$ cat config.mk
export PLATFORM = sky130hd
export DESIGN_NAME = qste_core
export DESIGN_NICKNAME = d
export VERILOG_FILES = /design/src/hdl/qste_core.v
export VERILOG_INCLUDE_DIRS = /design/src /design/src/pkg
export SDC_FILE = /design/constraint.sdc
export NUM_CORES = 1
export LEC_CHECK = 0
export ABC_AREA = 1
export ABC_CLOCK_PERIOD_IN_PS = 2060
export BUFFER_PORTS_ARGS = -buffer_cell sky130_fd_sc_hd__buf_4
export CAP_MARGIN = 10
export CORE_MARGIN = 2
export CORE_UTILIZATION = 50
export CTS_CLUSTER_SIZE = 10
export DETAILED_ROUTE_END_ITERATION = 8
export PLACE_DENSITY_LB_ADDON = 0.08
export SYNTH_ARGS = -nofsm -noshare
export SYNTH_HDL_FRONTEND = slang
export SYNTH_SLANG_ARGS = --single-unit
$ cat constraint.sdc
create_clock -name clock -period 2.06 [get_ports clock]
set_input_delay 0.515 -clock clock [delete_from_list [all_inputs] [get_ports clock]]
set_output_delay 0.515 -clock clock [all_outputs]
set_load 0.01 [all_outputs]
$ cat src/pkg/qste_regs.vh
/*
 Register offsets, field positions, reset values and codes for the
 processor-bus slave termination and PCI error-log block.
 Assumes word-aligned Avalon-MM access with 32-bit data.
*/
`ifndef QSTE_REGS_VH
`define QSTE_REGS_VH

// Register byte addresses
`define QSTE_ADDR_CTRL 8'h00
`define QSTE_ADDR_STAT 8'h04
`define QSTE_ADDR_ELCS 8'h08
`define QSTE_ADDR_EADR 8'h0c
`define QSTE_ADDR_EDAT 8'h10
`define QSTE_ADDR_W 8

// Control register fields
`define QSTE_C_PAR_RESP 0
`define QSTE_C_ABED 1
`define QSTE_C_TABE 2
`define QSTE_C_MPIE 3
`define QSTE_C_MPDIR 4
`define QSTE_C_ELIE 5
`define QSTE_C_ELDIR 6
`define QSTE_CTRL_W 7
`define QSTE_CTRL_RST 7'h00

// Status register fields (write one to clear)
`define QSTE_S_DPE 0
`define QSTE_S_MDP 1

// Error log control and status fields
`define QSTE_E_EN 0
`define QSTE_E_UNL 1
`define QSTE_E_ERRSTAT 2
`define QSTE_E_BE_LO 4
`define QSTE_E_CMD_LO 8

// Termination codes
`define QSTE_T_NONE 2'h0
`define QSTE_T_NORM 2'h1
`define QSTE_T_BUS_ERROR_LINE 2'h2
`define QSTE_T_RTRY 2'h3

// PCI outcome codes
`define QSTE_P_DONE 3'h0
`define QSTE_P_MABT 3'h1
`define QSTE_P_TABT 3'h2
`define QSTE_P_RTRY 3'h3
`define QSTE_P_DISC 3'h4

// Bus styles
`define QSTE_STY_A 2'h0
`define QSTE_STY_B 2'h1
`define QSTE_STY_C 2'h2

`define QSTE_ONES 32'hffffffff
`define QSTE_ZERO32 32'h00000000
`define QSTE_BURST_ENT 9'h005
`define QSTE_SINGLE_ENT 9'h002

`endif

$ cat src/hdl/qste_core.v
/*
 Processor-bus slave termination, PCI master parity and posted-write
 error logging for a processor-bus to PCI bridge.
 Assumes one clock, synchronous inputs, bus style strapped at reset and
 FIFO levels, PCI outcomes and access requests supplied by neighbours.
*/
// Our own choices: the Avalon-MM slave port and the placing of the registers.
`include "qste_regs.vh"
`timescale 1ns/1ps
`default_nettype none

module qste_core #(
	parameter FIFO_AW = 9
) (
	input wire clock,
	input wire reset,
	input wire [1:0] style_strap,
	input wire avs_read,
	input wire avs_write,
	input wire [`QSTE_ADDR_W-1:0] avs_address,
	input wire [31:0] avs_writedata,
	input wire [3:0] avs_byteenable,
	output reg [31:0] avs_readdata,
	output wire avs_waitrequest,
	input wire tgt_read_req,
	input wire pci_to_qbus_write_fifo_empty,
	output reg tgt_read_pending_q,
	output wire tgt_read_go,
	input wire qs_req,
	input wire qs_write,
	input wire qs_burst,
	input wire qs_posted,
	input wire qs_image_io,
	input wire [FIFO_AW-1:0] qbus_to_pci_write_fifo_free,
	input wire prefetch_busy,
	input wire qs_burst_active,
	output wire qs_launch,
	input wire pci_done,
	input wire [2:0] pci_outcome,
	input wire pci_xfer_posted,
	input wire [31:0] pci_addr,
	input wire [3:0] pci_cmd,
	input wire [31:0] pci_data,
	input wire [3:0] pci_be,
	input wire [31:0] pci_rd_data,
	output reg [31:0] qs_rd_data_q,
	output reg qbus_read_return_fifo_flush_q,
	output reg post_drop_q,
	output wire slave_suspend,
	input wire addr_phase,
	input wire wr_data_phase,
	input wire rd_data_phase,
	input wire [31:0] ad_in,
	input wire [3:0] cbe_in,
	input wire par_in,
	input wire perr_in_n,
	input wire tgt_addr_par_err,
	input wire tgt_wr_par_err,
	output reg par_out_q,
	output reg par_oe_q,
	output reg perr_out_n_q,
	output reg perr_oe_q,
	output wire size_ack_low_out_n,
	output wire size_ack_high_out_n,
	output wire transfer_ack_out_n,
	output wire bus_error_line_out_n,
	output wire transfer_error_ack_out_n,
	output wire transfer_retry_line_out_n,
	output wire ack_oe,
	output wire err_oe,
	output wire stop_oe,
	output wire qbus_irq,
	output wire pci_irq
);
	localparam ST_IDLE = 3'b001;
	localparam ST_WAIT = 3'b010;
	localparam ST_TERM = 3'b100;

	reg [1:0] style_q;
	reg strap_done_q;
	reg [`QSTE_CTRL_W-1:0] ctrl_q;
	reg dpe_q;
	reg mdp_q;
	reg log_en_q;
	reg unl_q;
	reg err_stat_q;
	reg [3:0] log_cmd_q;
	reg [3:0] log_be_q;
	reg [31:0] log_addr_q;
	reg [31:0] log_data_q;
	reg [2:0] st_q;
	reg [2:0] st_d;
	reg [1:0] term_q;
	reg [1:0] term_d;
	reg [2:0] pci_outcome_q;
	reg dly_read_q;
	reg rd_chk_q;
	reg [35:0] rd_sample_q;
	reg ack_read_q;

	function even_par;
		input [35:0] v;
		begin
			even_par = ^v;
		end
	endfunction

	// Style strap is caught in the first cycle after reset release; style A until then
	always @(posedge clock) begin
		if (reset) begin
			strap_done_q <= 1'b0;
			style_q <= `QSTE_STY_A;
		end else if (!strap_done_q) begin
			strap_done_q <= 1'b1;
			style_q <= style_strap;
		end
	end

	// Register bus: one wait cycle on reads, writes take at once
	wire wr_ctrl = avs_write && avs_address == `QSTE_ADDR_CTRL;
	wire wr_stat = avs_write && avs_address == `QSTE_ADDR_STAT;
	wire wr_elcs = avs_write && avs_address == `QSTE_ADDR_ELCS;
	assign avs_waitrequest = avs_read && !ack_read_q;
	wire perr_en = ctrl_q[`QSTE_C_PAR_RESP];
	wire abed = ctrl_q[`QSTE_C_ABED];
	wire tabe = ctrl_q[`QSTE_C_TABE];

	always @(posedge clock) begin
		if (reset) begin
			ack_read_q <= 1'b0;
			avs_readdata <= `QSTE_ZERO32;
		end else begin
			ack_read_q <= avs_read && !ack_read_q;
			avs_readdata <= `QSTE_ZERO32;
			if (avs_read && !ack_read_q) begin
				case (avs_address)
				`QSTE_ADDR_CTRL: begin
					avs_readdata[`QSTE_CTRL_W-1:0] <= ctrl_q;
				end
				`QSTE_ADDR_STAT: begin
					avs_readdata[`QSTE_S_DPE] <= dpe_q;
					avs_readdata[`QSTE_S_MDP] <= mdp_q;
				end
				`QSTE_ADDR_ELCS: begin
					avs_readdata[`QSTE_E_EN] <= log_en_q;
					avs_readdata[`QSTE_E_UNL] <= unl_q;
					avs_readdata[`QSTE_E_ERRSTAT] <= err_stat_q;
					avs_readdata[`QSTE_E_BE_LO+:4] <= log_be_q;
					avs_readdata[`QSTE_E_CMD_LO+:4] <= log_cmd_q;
				end
				`QSTE_ADDR_EADR: begin
					avs_readdata <= log_addr_q;
				end
				`QSTE_ADDR_EDAT: begin
					avs_readdata <= log_data_q;
				end
				default: begin
					avs_readdata <= `QSTE_ZERO32;
				end
				endcase
			end
		end
	end

	always @(posedge clock) begin
		if (reset) begin
			ctrl_q <= `QSTE_CTRL_RST;
			log_en_q <= 1'b0;
			unl_q <= 1'b0;
		end else begin
			if (wr_ctrl && avs_byteenable[0])
				ctrl_q <= avs_writedata[`QSTE_CTRL_W-1:0];
			if (wr_elcs && avs_byteenable[0]) begin
				log_en_q <= avs_writedata[`QSTE_E_EN];
				unl_q <= avs_writedata[`QSTE_E_UNL];
			end
		end
	end

	// Target read ordering
	always @(posedge clock) begin
		if (reset)
			tgt_read_pending_q <= 1'b0;
		else if (tgt_read_go)
			tgt_read_pending_q <= 1'b0;
		else if (tgt_read_req)
			tgt_read_pending_q <= 1'b1;
	end
	assign tgt_read_go = tgt_read_pending_q && pci_to_qbus_write_fifo_empty;

	// PCI parity generation and check; transfers never halted here
	wire rd_par_err = rd_chk_q && even_par(rd_sample_q) != par_in;
	wire wr_perr = wr_data_phase && !perr_in_n;
	always @(posedge clock) begin
		if (reset) begin
			par_out_q <= 1'b0;
			par_oe_q <= 1'b0;
			perr_out_n_q <= 1'b1;
			perr_oe_q <= 1'b0;
			rd_chk_q <= 1'b0;
			rd_sample_q <= 36'h000000000;
		end else begin
			par_oe_q <= addr_phase || wr_data_phase;
			par_out_q <= even_par({cbe_in, ad_in});
			rd_chk_q <= rd_data_phase;
			rd_sample_q <= {cbe_in, ad_in};
			perr_out_n_q <= !(rd_par_err && perr_en);
			perr_oe_q <= rd_par_err && perr_en;
		end
	end

	wire dpe_set = tgt_addr_par_err || tgt_wr_par_err || rd_par_err;
	wire mdp_set = perr_en && (rd_par_err || wr_perr);
	wire stat_be = wr_stat && avs_byteenable[0];
	always @(posedge clock) begin
		if (reset) begin
			dpe_q <= 1'b0;
			mdp_q <= 1'b0;
		end else begin
			if (dpe_set)
				dpe_q <= 1'b1;
			else if (stat_be && avs_writedata[`QSTE_S_DPE])
				dpe_q <= 1'b0;
			if (mdp_set)
				mdp_q <= 1'b1;
			else if (stat_be && avs_writedata[`QSTE_S_MDP])
				mdp_q <= 1'b0;
		end
	end

	// Slave access decision
	wire suspend = err_stat_q && !unl_q;
	assign slave_suspend = suspend;
	wire [FIFO_AW-1:0] need = qs_burst ? `QSTE_BURST_ENT : `QSTE_SINGLE_ENT;
	wire no_room = qbus_to_pci_write_fifo_free < need;
	wire is_post = qs_write && (qs_posted || qs_burst);
	wire busy = st_q != ST_IDLE || prefetch_busy;
	wire new_req = qs_req && !qs_burst_active && st_q == ST_IDLE;
	assign qs_launch = new_req && !suspend && !busy && !(qs_burst &&
		qs_image_io) && !(is_post && no_room) && !is_post;

	// Translate a delayed outcome
	function [1:0] xlate;
		input [2:0] oc;
		input ma_dis;
		input ta_en;
		begin
			case (oc)
			`QSTE_P_DONE: xlate = `QSTE_T_NORM;
			`QSTE_P_MABT: xlate = ma_dis ? `QSTE_T_NORM : `QSTE_T_BUS_ERROR_LINE;
			`QSTE_P_TABT: xlate = (!ma_dis || ta_en) ? `QSTE_T_BUS_ERROR_LINE :
				`QSTE_T_NORM;
			default: xlate = `QSTE_T_RTRY;
			endcase
		end
	endfunction

	wire dly_done = st_q == ST_WAIT && pci_done && !pci_xfer_posted &&
		pci_outcome != `QSTE_P_RTRY && pci_outcome != `QSTE_P_DISC;
	wire abort = pci_outcome == `QSTE_P_MABT || pci_outcome == `QSTE_P_TABT;

	always @* begin
		st_d = st_q;
		term_d = `QSTE_T_NONE;
		case (st_q)
		ST_IDLE: begin
			if (new_req) begin
				if (qs_burst && qs_image_io)
					term_d = `QSTE_T_BUS_ERROR_LINE;
				else if (suspend || busy || (is_post && no_room))
					term_d = `QSTE_T_RTRY;
				else if (is_post)
					term_d = `QSTE_T_NORM;
				else begin
					term_d = `QSTE_T_RTRY;
					st_d = ST_WAIT;
				end
			end
		end
		ST_WAIT: begin
			if (qs_req)
				term_d = `QSTE_T_RTRY;
			if (dly_done)
				st_d = ST_TERM;
		end
		ST_TERM: begin
			if (qs_req) begin
				term_d = xlate(pci_outcome_q, abed, tabe);
				st_d = ST_IDLE;
			end
		end
		default: begin
			st_d = ST_IDLE;
		end
		endcase
	end

	always @(posedge clock) begin
		if (reset) begin
			st_q <= ST_IDLE;
			term_q <= `QSTE_T_NONE;
			pci_outcome_q <= `QSTE_P_DONE;
			dly_read_q <= 1'b0;
			qs_rd_data_q <= `QSTE_ZERO32;
			qbus_read_return_fifo_flush_q <= 1'b0;
		end else begin
			st_q <= st_d;
			term_q <= term_d;
			qbus_read_return_fifo_flush_q <= 1'b0;
			if (st_q == ST_IDLE && st_d == ST_WAIT)
				dly_read_q <= !qs_write;
			if (dly_done) begin
				pci_outcome_q <= pci_outcome;
				qs_rd_data_q <= abort ? `QSTE_ONES : pci_rd_data;
				qbus_read_return_fifo_flush_q <= abort && dly_read_q;
			end
		end
	end

	// Posted write failures: drop entry, optionally log
	wire post_fail = pci_done && pci_xfer_posted && abort;
	always @(posedge clock) begin
		if (reset) begin
			post_drop_q <= 1'b0;
			err_stat_q <= 1'b0;
			log_cmd_q <= 4'h0;
			log_be_q <= 4'h0;
			log_addr_q <= `QSTE_ZERO32;
			log_data_q <= `QSTE_ZERO32;
		end else begin
			post_drop_q <= post_fail;
			if (post_fail && log_en_q && !err_stat_q) begin
				err_stat_q <= 1'b1;
				log_cmd_q <= pci_cmd;
				log_be_q <= pci_be;
				log_addr_q <= pci_addr;
				log_data_q <= pci_data;
			end else if (wr_elcs && avs_byteenable[0] &&
				avs_writedata[`QSTE_E_ERRSTAT] && !post_fail)
				err_stat_q <= 1'b0;
		end
	end

	// Interrupts
	wire mp_irq = mdp_q && ctrl_q[`QSTE_C_MPIE];
	wire el_irq = err_stat_q && ctrl_q[`QSTE_C_ELIE];
	assign qbus_irq = (mp_irq && !ctrl_q[`QSTE_C_MPDIR]) ||
		(el_irq && !ctrl_q[`QSTE_C_ELDIR]);
	assign pci_irq = (mp_irq && ctrl_q[`QSTE_C_MPDIR]) ||
		(el_irq && ctrl_q[`QSTE_C_ELDIR]);

	// Termination line encoding per bus style
	wire t_n = term_q == `QSTE_T_NORM;
	wire t_b = term_q == `QSTE_T_BUS_ERROR_LINE;
	wire t_r = term_q == `QSTE_T_RTRY;
	wire sa = style_q == `QSTE_STY_A;
	wire sb = style_q == `QSTE_STY_B;
	wire sc = style_q == `QSTE_STY_C;
	wire ack_act = (sa && (t_n || t_b || t_r)) || (sb && t_n) ||
		(sc && (t_n || t_r));
	wire err_act = (sa && (t_b || t_r)) || (sb && t_b) ||
		(sc && (t_b || t_r));
	wire stop_act = (sa && t_r) || (sb && t_r);
	assign ack_oe = ack_act || (sc && t_b);
	assign err_oe = err_act;
	assign stop_oe = stop_act;
	assign size_ack_low_out_n = !ack_act;
	assign size_ack_high_out_n = !ack_act;
	assign transfer_ack_out_n = !ack_act;
	assign bus_error_line_out_n = !err_act;
	assign transfer_error_ack_out_n = !err_act;
	assign transfer_retry_line_out_n = !stop_act;
endmodule
`default_nettype wire

==> metrics.md, run 1 <==
| Metric | Value |
|---|---|
| Ant diodes | `0` |
| Drt pass-1 iters | `5` |
| # rows | `48` |
| Post-synth top area share | `0.466` |
| Core area | `0.0172 mm2` |
| Initial core utilization | `0.511` |
| Finished Layout Cells | `1740` |
| Max transition margin | `0.649` |
| Hold buffer count at CTS | `0` |
| Critical Path Stages | `6` |
| Pwr per Cell Area | `735 mW/mm2` |
| Cell Int Power | `6.63 mW` |
| Worst hold path type | `in -> reg` |
| Worst VDD drop | `670 uV` |
| Final setup vio count | `1` |
| Cell Area, Synth | `0.00880 mm2` |
| Outcome | `complete, but fails checks` |
| Async S/R FF share, synth | `0` |
| Switching pwr | `2.06 mW` |
| Ranking of synthesized cells by area | `dfxtp_1 (47%), nand2_1 (14%), a21oi_1 (6.4%)` |
| WS Path Type | `reg -> out` |
| GPL Wtd Cong | `0.817` |
| Switching share of total power | `0.238` |
| Period Utilization, post-route | `1.03` |
| Biggest area consumer among synthesized cells | `dfxtp_1` |
| Final hold vios | `0` |
| Worst EP required | `1.54 ns` |
| Distinct cells, synth | `36` |
| P_leak | `5.50 nW` |
| Initial DRC count | `503` |
| Cell family contributing the most delay on the critical path | `simple AND/OR/NAND/NOR gates` |
| Placed Cells | `1710` |
| Worst Setup EP | `qs_launch` |
| Synth top cells by count | `nand2_1 (327), dfxtp_1 (205), inv_1 (149), nor2_1 (126), a21oi_1 (112)` |
| Setup_tns | `-0.0543 ns` |
| Critical Path Fanout Max | `4` |
| Avg Inst Size Synth | `7.06 um2` |
| Setup Skew | `0.0157 ns` |
| R2R setup slack | `0.44 ns` |
| RR Endpoint | `perr_out_n_q$_SDFF_PP1_` |
| Slowest cell delay on critical path | `0.32 ns` |
| Buffers plus inverters on the worst setup path | `2` |
| Final design utilization | `0.686` |
| Unrepaired setup endpoints after global routing | `true` |
| Vias in the first global route | `8003` |
| Sequential Area | `0.00411 mm2` |
| Clock slew at reported path FFs | `0.05 ns` |
| TritonCTS buffer count | `24` |
| Drt wl/cell | `13.5 um` |
| CP max stage cell | `dfxtp_2` |
| Routed WL | `23500 um` |
| Worst path cell trace | `inv_2 -> nand3_4 -> nor3_4 -> nand2_2 -> nor4_4 -> buf_4` |
| Critical path origin | `st_q[2]$_SDFF_PP0_` |
| Clk sinks | `205` |
| First-pass GRT wire length | `37100 um` |
| Fin. max-slew vios | `0` |
| Antenna violations before repair | `0` |
| Syn-to-layout area delta | `34.3%` |
| DRC | `0` |
| Max Clock Freq | `473 MHz` |
| Crit. End Element | `output pin` |
| Worst Reg-to-Reg Cells | `13` |
| Count leader, synth | `nand2_1` |
| Top-Level Pins | `306` |
| Largest net degree at the start of global routing | `99` |
| Multi-input logic area | `0.00391 mm2` |
| Top_reg_cell synth | `dfxtp_1` |
| Number of max-cap violations | `0` |
| Flops & latches, synth | `205` |
| Vias | `8587` |
| Detailed placement HPWL | `16700 um` |
| Sequential share of power | `0.468` |
| Comb power frac | `0.122` |
| CTS tree | `yes` |
| Net Count, Synth | `1469` |
| Root buffer cell | `clkbuf_16` |
| Clock power share | `0.410` |
| R2r startpoint | `rd_sample_q[16]$_SDFF_PP0_` |
| Crit path DAT | `1.60 ns` |
| Total GRT Usage | `0.244` |
| Post-route setup slack | `-0.0543 ns` |
| Number of nets in the layout | `1733` |
| Clk Latency, worst-skew pair | `0.50 ns` |
| H-tree depth | `1` |
| Vias per cell | `4.94` |
| Failing checks | `setup timing` |
| Share of cells above drive strength 1 | `0.227` |
| Syn Inst Count | `1247` |
| Fin crit period | `2.11 ns` |
| Layout fillers | `1538` |
| Die X | `137 um` |
| Post-synth EDFFs | `0` |
| Register area share after synthesis | `0.466` |
| Routed Antenna Nets | `0` |
| Quantity of I/O buffers inserted on ports | `277` |
| Die H | `137 um` |
| Area of the die | `0.0187 mm2` |
| CP Launch Type | `register` |
| GR Overflow Total | `0` |
| Yosys warns | `0` |
| Worst-Margin Slew | `0.526 ns` |
| Buffer levels on the longest clock path | `3` |
## final cells by class
cell class              instances  share of cell area
clock buffers                  29              0.0524
clock inverters                 1             0.00138
inverters                     152              0.0483
multi-input cells             830               0.331
flip-flops and latches        205               0.348
well taps                     225              0.0238
repair buffers                298               0.196
## flip-flops by register name, indices dropped and copies added, names as in the netlist, 2 cells and up
register       cells
avs_readdata      32
ctrl_q             7
log_addr_q        32
log_be_q           4
log_cmd_q          4
log_data_q        32
pci_outcome_q      3
qs_rd_data_q      32
rd_sample_q       36
st_q               3
style_q            2
term_q             2
## per-stage QoR
step	setup WS (ns)	instance area [um2]	hold WS [ns]	power, mW
2_1_floorplan	0.265	8800	0.430	4.73
3_3_place_gp	0.0547	11100	0.439	5.18
3_5_place_dp	0.00307	11100	0.447	5.20
4_1_cts	-0.108	11800	0.200	8.79
5_1_grt	-0.166	11800	0.217	9.09
6_report	-0.0543	11800	0.220	8.69
## layout by cell type (no fill, tap or decap), types with 2 or more instances in the layout
cell type,n
o21ai_0,80
nor2_4,3
nand3_1,63
inv_1,146
nor2_1,123
ha_1,2
a31oi_1,2
nor2_2,2
nand4_1,4
xor2_1,10
buf_12,6
dfxtp_1,201
o22ai_1,10
clkbuf_16,24
dfxtp_2,4
o21a_1,2
nand2_1,326
nor3_1,36
nand3b_1,2
nand2_2,2
a21oi_1,112
inv_2,5
a211oi_1,2
clkbuf_1,5
buf_4,292
xnor2_1,31
a221oi_1,5
## how the worst min path moves through the flow
| stage | slack [ns] | start | depth (start not counted) | endpoint |
|---|---|---|---|---|
| finish | 0.22 | rd_data_phase | 3 | rd_chk_q$_SDFF_PP0_ |
| floorplan | 0.43 | rd_chk_q$_SDFF_PP0_ | 1 | perr_out_n_q$_SDFF_PP1_ |
| CTS | 0.20 | rd_data_phase | 3 | rd_chk_q$_SDFF_PP0_ |
| detailed placement | 0.45 | log_addr_q[10]$_SDFFE_PP0P_ | 2 | log_addr_q[10]$_SDFFE_PP0P_ |
| global placement | 0.44 | log_data_q[9]$_SDFFE_PP0P_ | 2 | log_data_q[9]$_SDFFE_PP0P_ |
| global route | 0.22 | rd_data_phase | 3 | rd_chk_q$_SDFF_PP0_ |
## per-layer routing
layer | track usage | part of all wire | vias to the layer above | wire [um]
met4 | 0.0683 | 0.022 | 0 | 521
met2 | 0.415 | 0.48 | 240 | 11200
met3 | 0.0759 | 0.084 | 46 | 1960
li1 | - | - | 4457 | -
met5 | 0 | 0 | - | 0
met1 | 0.296 | 0.42 | 3844 | 9800
## cells by family after synthesis
kind of cell / share of synthesized area
simple gates: 0.263
compound gates: 0.132
buf+inv: 0.0955
flops: 0.466
xor+xnor: 0.0408
fa+ha+maj: 0.00284
## power groups by stage
stage          sequential (mW)  combinational [mW]  clock, mW
6_report                  4.07                1.06       3.56
5_1_grt                   4.07                1.20       3.82
4_1_cts                   4.06                1.07       3.66
3_5_place_dp              4.15                1.06          0
3_3_place_gp              4.14                1.03          0
2_1_floorplan             4.15               0.585          0
## timing repair
item | 4_1_cts | 5_1_grt
gates resized for setup | 10 | 9
endpoints found under the hold margin | 0 | 0
buffers inserted | 0 | 0
endpoints found under the setup margin | 2 | 10
## tightest hold or removal path, stage by stage
cell    delay [ns]
buf_4         0.07
inv_1         0.03
nor2_1        0.07
Power figures use the tool's default switching activity.
==> run 2, diff against run 1 <==
--- a/config.mk
+++ b/config.mk
@@ -10,6 +10,7 @@
 export ABC_CLOCK_PERIOD_IN_PS = 2060
 export BUFFER_PORTS_ARGS = -buffer_cell sky130_fd_sc_hd__buf_4
 export CAP_MARGIN = 10
+export CORE_ASPECT_RATIO = 1.1
 export CORE_MARGIN = 2
 export CORE_UTILIZATION = 50
 export CTS_CLUSTER_SIZE = 10
==> run 2 against run 1 <==
Compared with the run above: the run still ends with setup timing left; non-clock buffer count decreased by 2; power increased by 0.83%; wire length increased by 1.4%; global-route usage increased by 0.12 points; critical path depth unchanged; final cell count increased by 0.40%; final area increased by 0.32%; hold slack improved by 0.0030 ns; sequential share of layout area decreased by 0.12 points; critical endpoint unchanged; first-iteration DRC count decreased by 3.6%; die area about the same.
==> metrics.md, run 2 (synthesized netlist as in run 1, its figures left out) <==
| Metric | Value |
|---|---|
| Outcome | `complete, but fails checks (unchanged)` |
| Failing checks | `setup timing (unchanged)` |
| Unrepaired setup endpoints after global routing | `true (unchanged)` |
| GPL Wtd Cong | `0.831 (was 0.817)` |
| Period Utilization, post-route | `1.03 (about the same)` |
| Finished Layout Cells | `1747 (was 1740)` |
| Final hold vios | `0 (unchanged)` |
| Root buffer cell | `clkbuf_16 (unchanged)` |
| Most frequent cells in the layout | `nand2_1 (326), buf_4 (288), dfxtp_1 (202) (was nand2_1 (326), buf_4 (292), dfxtp_1 (201))` |
| CTS tree | `yes (unchanged)` |
| Initial DRC count | `485 (was 503)` |
| H-tree depth | `1 (unchanged)` |
| Met2 usage | `0.425 (was 0.415)` |
| Die H | `143 um (was 137 um)` |
| Post-CTS Setup Bufs | `0 (unchanged)` |
| Vias per cell | `4.95 (was 4.94)` |
| Total GRT Usage | `0.245 (was 0.244)` |
| Setup_tns | `-0.0560 ns (was -0.0543 ns)` |
| Worst path cell trace | `inv_2 -> nand3_4 -> nor3_4 -> nand2_2 -> nor4_4 -> buf_4 (unchanged)` |
| Detailed placement HPWL | `16800 um (was 16700 um)` |
| Worst VDD drop | `626 uV (was 670 uV)` |
| Largest net degree at the start of global routing | `99 (unchanged)` |
| # rows | `50 (was 48)` |
| GRT busiest layer | `met2 (unchanged)` |
| Drt pass-1 iters | `5 (unchanged)` |
| GR Overflow Total | `0 (unchanged)` |
| Placed Area | `0.0112 mm2 (was 0.0111 mm2)` |
| Register name with the most flops | `rd_sample_q (unchanged)` |
| Area of the die | `0.0187 mm2 (about the same)` |
| Critical Path Fanout Max | `4 (unchanged)` |
| Drt wl/cell | `13.6 um (was 13.5 um)` |
| Dpl ws | `0.107 ns (was 0.00307 ns)` |
| Tot Pwr | `8.76 mW (was 8.69 mW)` |
| Final setup vio count | `1 (unchanged)` |
| First-pass GRT wire length | `37500 um (was 37100 um)` |
| CP max stage cell | `dfxtp_2 (unchanged)` |
| Slowest cell delay on critical path | `0.32 ns (about the same)` |
| Crit path DAT | `1.60 ns (about the same)` |
| Pwr per Cell Area | `739 mW/mm2 (was 735 mW/mm2)` |
| Share of cells above drive strength 1 | `0.226 (was 0.227)` |
| Routed Antenna Nets | `0 (unchanged)` |
| Quantity of I/O buffers inserted on ports | `277 (unchanged)` |
| P_leak | `5.51 nW (was 5.50 nW)` |
| Clock slew at reported path FFs | `0.05 ns (about the same)` |
| M3 GR Usage | `0.0644 (was 0.0759)` |
| Buffer levels on the longest clock path | `3 (unchanged)` |
| Antenna violations before repair | `2 (was 0)` |
| Crit. End Element | `output pin (unchanged)` |
| Fin crit period | `2.12 ns (was 2.11 ns)` |
| M1 GR Usage | `0.292 (was 0.296)` |
| Clk Latency, worst-skew pair | `0.51 ns (was 0.50 ns)` |
| Core area | `0.0171 mm2 (was 0.0172 mm2)` |
| Clk sinks | `205 (unchanged)` |
| Worst-Margin Slew | `0.535 ns (was 0.526 ns)` |
| Initial core utilization | `0.514 (was 0.511)` |
| Largest register FFs | `36 (unchanged)` |
| Worst hold path type | `in -> reg (unchanged)` |
| Max transition margin | `0.644 (was 0.649)` |
| Routed WL | `23800 um (was 23500 um)` |
| Number of max-cap violations | `0 (unchanged)` |
| Fin. max-slew vios | `0 (unchanged)` |
| Most common cell after layout, fill and taps aside | `nand2_1 (unchanged)` |
| Number of nets in the layout | `1731 (was 1733)` |
| Final Instance Area | `0.0119 mm2 (was 0.0118 mm2)` |
| WS Path Type | `reg -> out (unchanged)` |
| Layout fillers | `1536 (was 1538)` |
| DRC | `0 (unchanged)` |
| CP Launch Type | `register (unchanged)` |
| Cell family contributing the most delay on the critical path | `simple AND/OR/NAND/NOR gates (unchanged)` |
| Vias in the first global route | `8039 (was 8003)` |
| Post-route setup slack | `-0.0560 ns (was -0.0543 ns)` |
| Top-Level Pins | `306 (unchanged)` |
| Placed Cells | `1717 (was 1710)` |
| Syn-to-layout area delta | `34.7% (was 34.3%)` |
| Max Clock Freq | `473 MHz (about the same)` |
| Setup Skew | `0.0167 ns (was 0.0157 ns)` |
| Vias | `8649 (was 8587)` |
| Die X | `131 um (was 137 um)` |
| Buffers plus inverters on the worst setup path | `2 (unchanged)` |
| Worst EP required | `1.54 ns (about the same)` |
| TritonCTS buffer count | `24 (unchanged)` |
| Hold buffer count at CTS | `0 (unchanged)` |
-- run 2: cell count changes in the layout (fill, tap and decap cells not counted), moves of 2 or more --
cell	delta
buf_12	+2
buf_4	-4
clkbuf_1	-4
clkbuf_8	+2
diode_2	+2
nor2_1	+2
nor2_2	-2
-- run 2: worst reg2reg max path: stages (launching register included) --
cell     delay [ns]
dfxtp_2        0.34
inv_2          0.05
nor3_1         0.28
nand2_1        0.09
nor2_1         0.13
nand2_1        0.14
inv_1          0.08
buf_4          0.28
o21ai_0        0.15
nor2_1         0.12
-- run 2: routing by layer --
| metal | up-vias | share of wire |
|---|---|---|
| li1 | 4450 | - |
| met5 | - | 0 |
| met1 | 3927 | 0.40 |
| met2 | 234 | 0.50 |
| met4 | 0 | 0.027 |
| met3 | 38 | 0.076 |
-- run 2: worst paths after layout --
path                              start                            end  slack, ns  cells past startpoint
max                  st_q[1]$_SDFF_PP0_                      qs_launch      -0.06                      6
min                            qs_write        dly_read_q$_SDFFE_PP0P_       0.22                      2
max reg2reg          st_q[1]$_SDFF_PP0_  qs_rd_data_q[19]$_SDFFE_PP0P_       0.35                      9
min reg2reg  log_data_q[6]$_SDFFE_PP0P_     log_data_q[6]$_SDFFE_PP0P_       0.45                      2
-- run 2: layout make-up --
class	instances	area (um2)	share of cell area
diodes	2	5.00	0.000422
clock buffers	27	632	0.0533
clock inverters	1	16.3	0.00137
inverters	152	571	0.0481
multi-input cells	830	3910	0.330
flip-flops and latches	205	4110	0.346
well taps	234	293	0.0247
repair buffers	296	2320	0.196
-- run 2: repair_timing --
action                     CTS  global route
gates resized for setup      9             7
gates cloned                 0             0
setup endpoints to repair    2             7
-- run 2: stage by stage --
step	utilization	hold slack [ns]
after detailed placement	0.651	0.444
final	0.692	0.223
after global placement	0.651	0.438
after floorplan	-	0.430
after CTS	0.690	0.205
after global routing	0.692	0.210
-- run 2: report_power, final --
part | switching, mW | internal [mW] | leakage [nW]
combinational | 0.552 | 0.513 | 3.53
sequential | 0.0378 | 4.03 | 1.66
clock | 1.50 | 2.13 | 0.318
total | 2.09 | 6.67 | 5.51
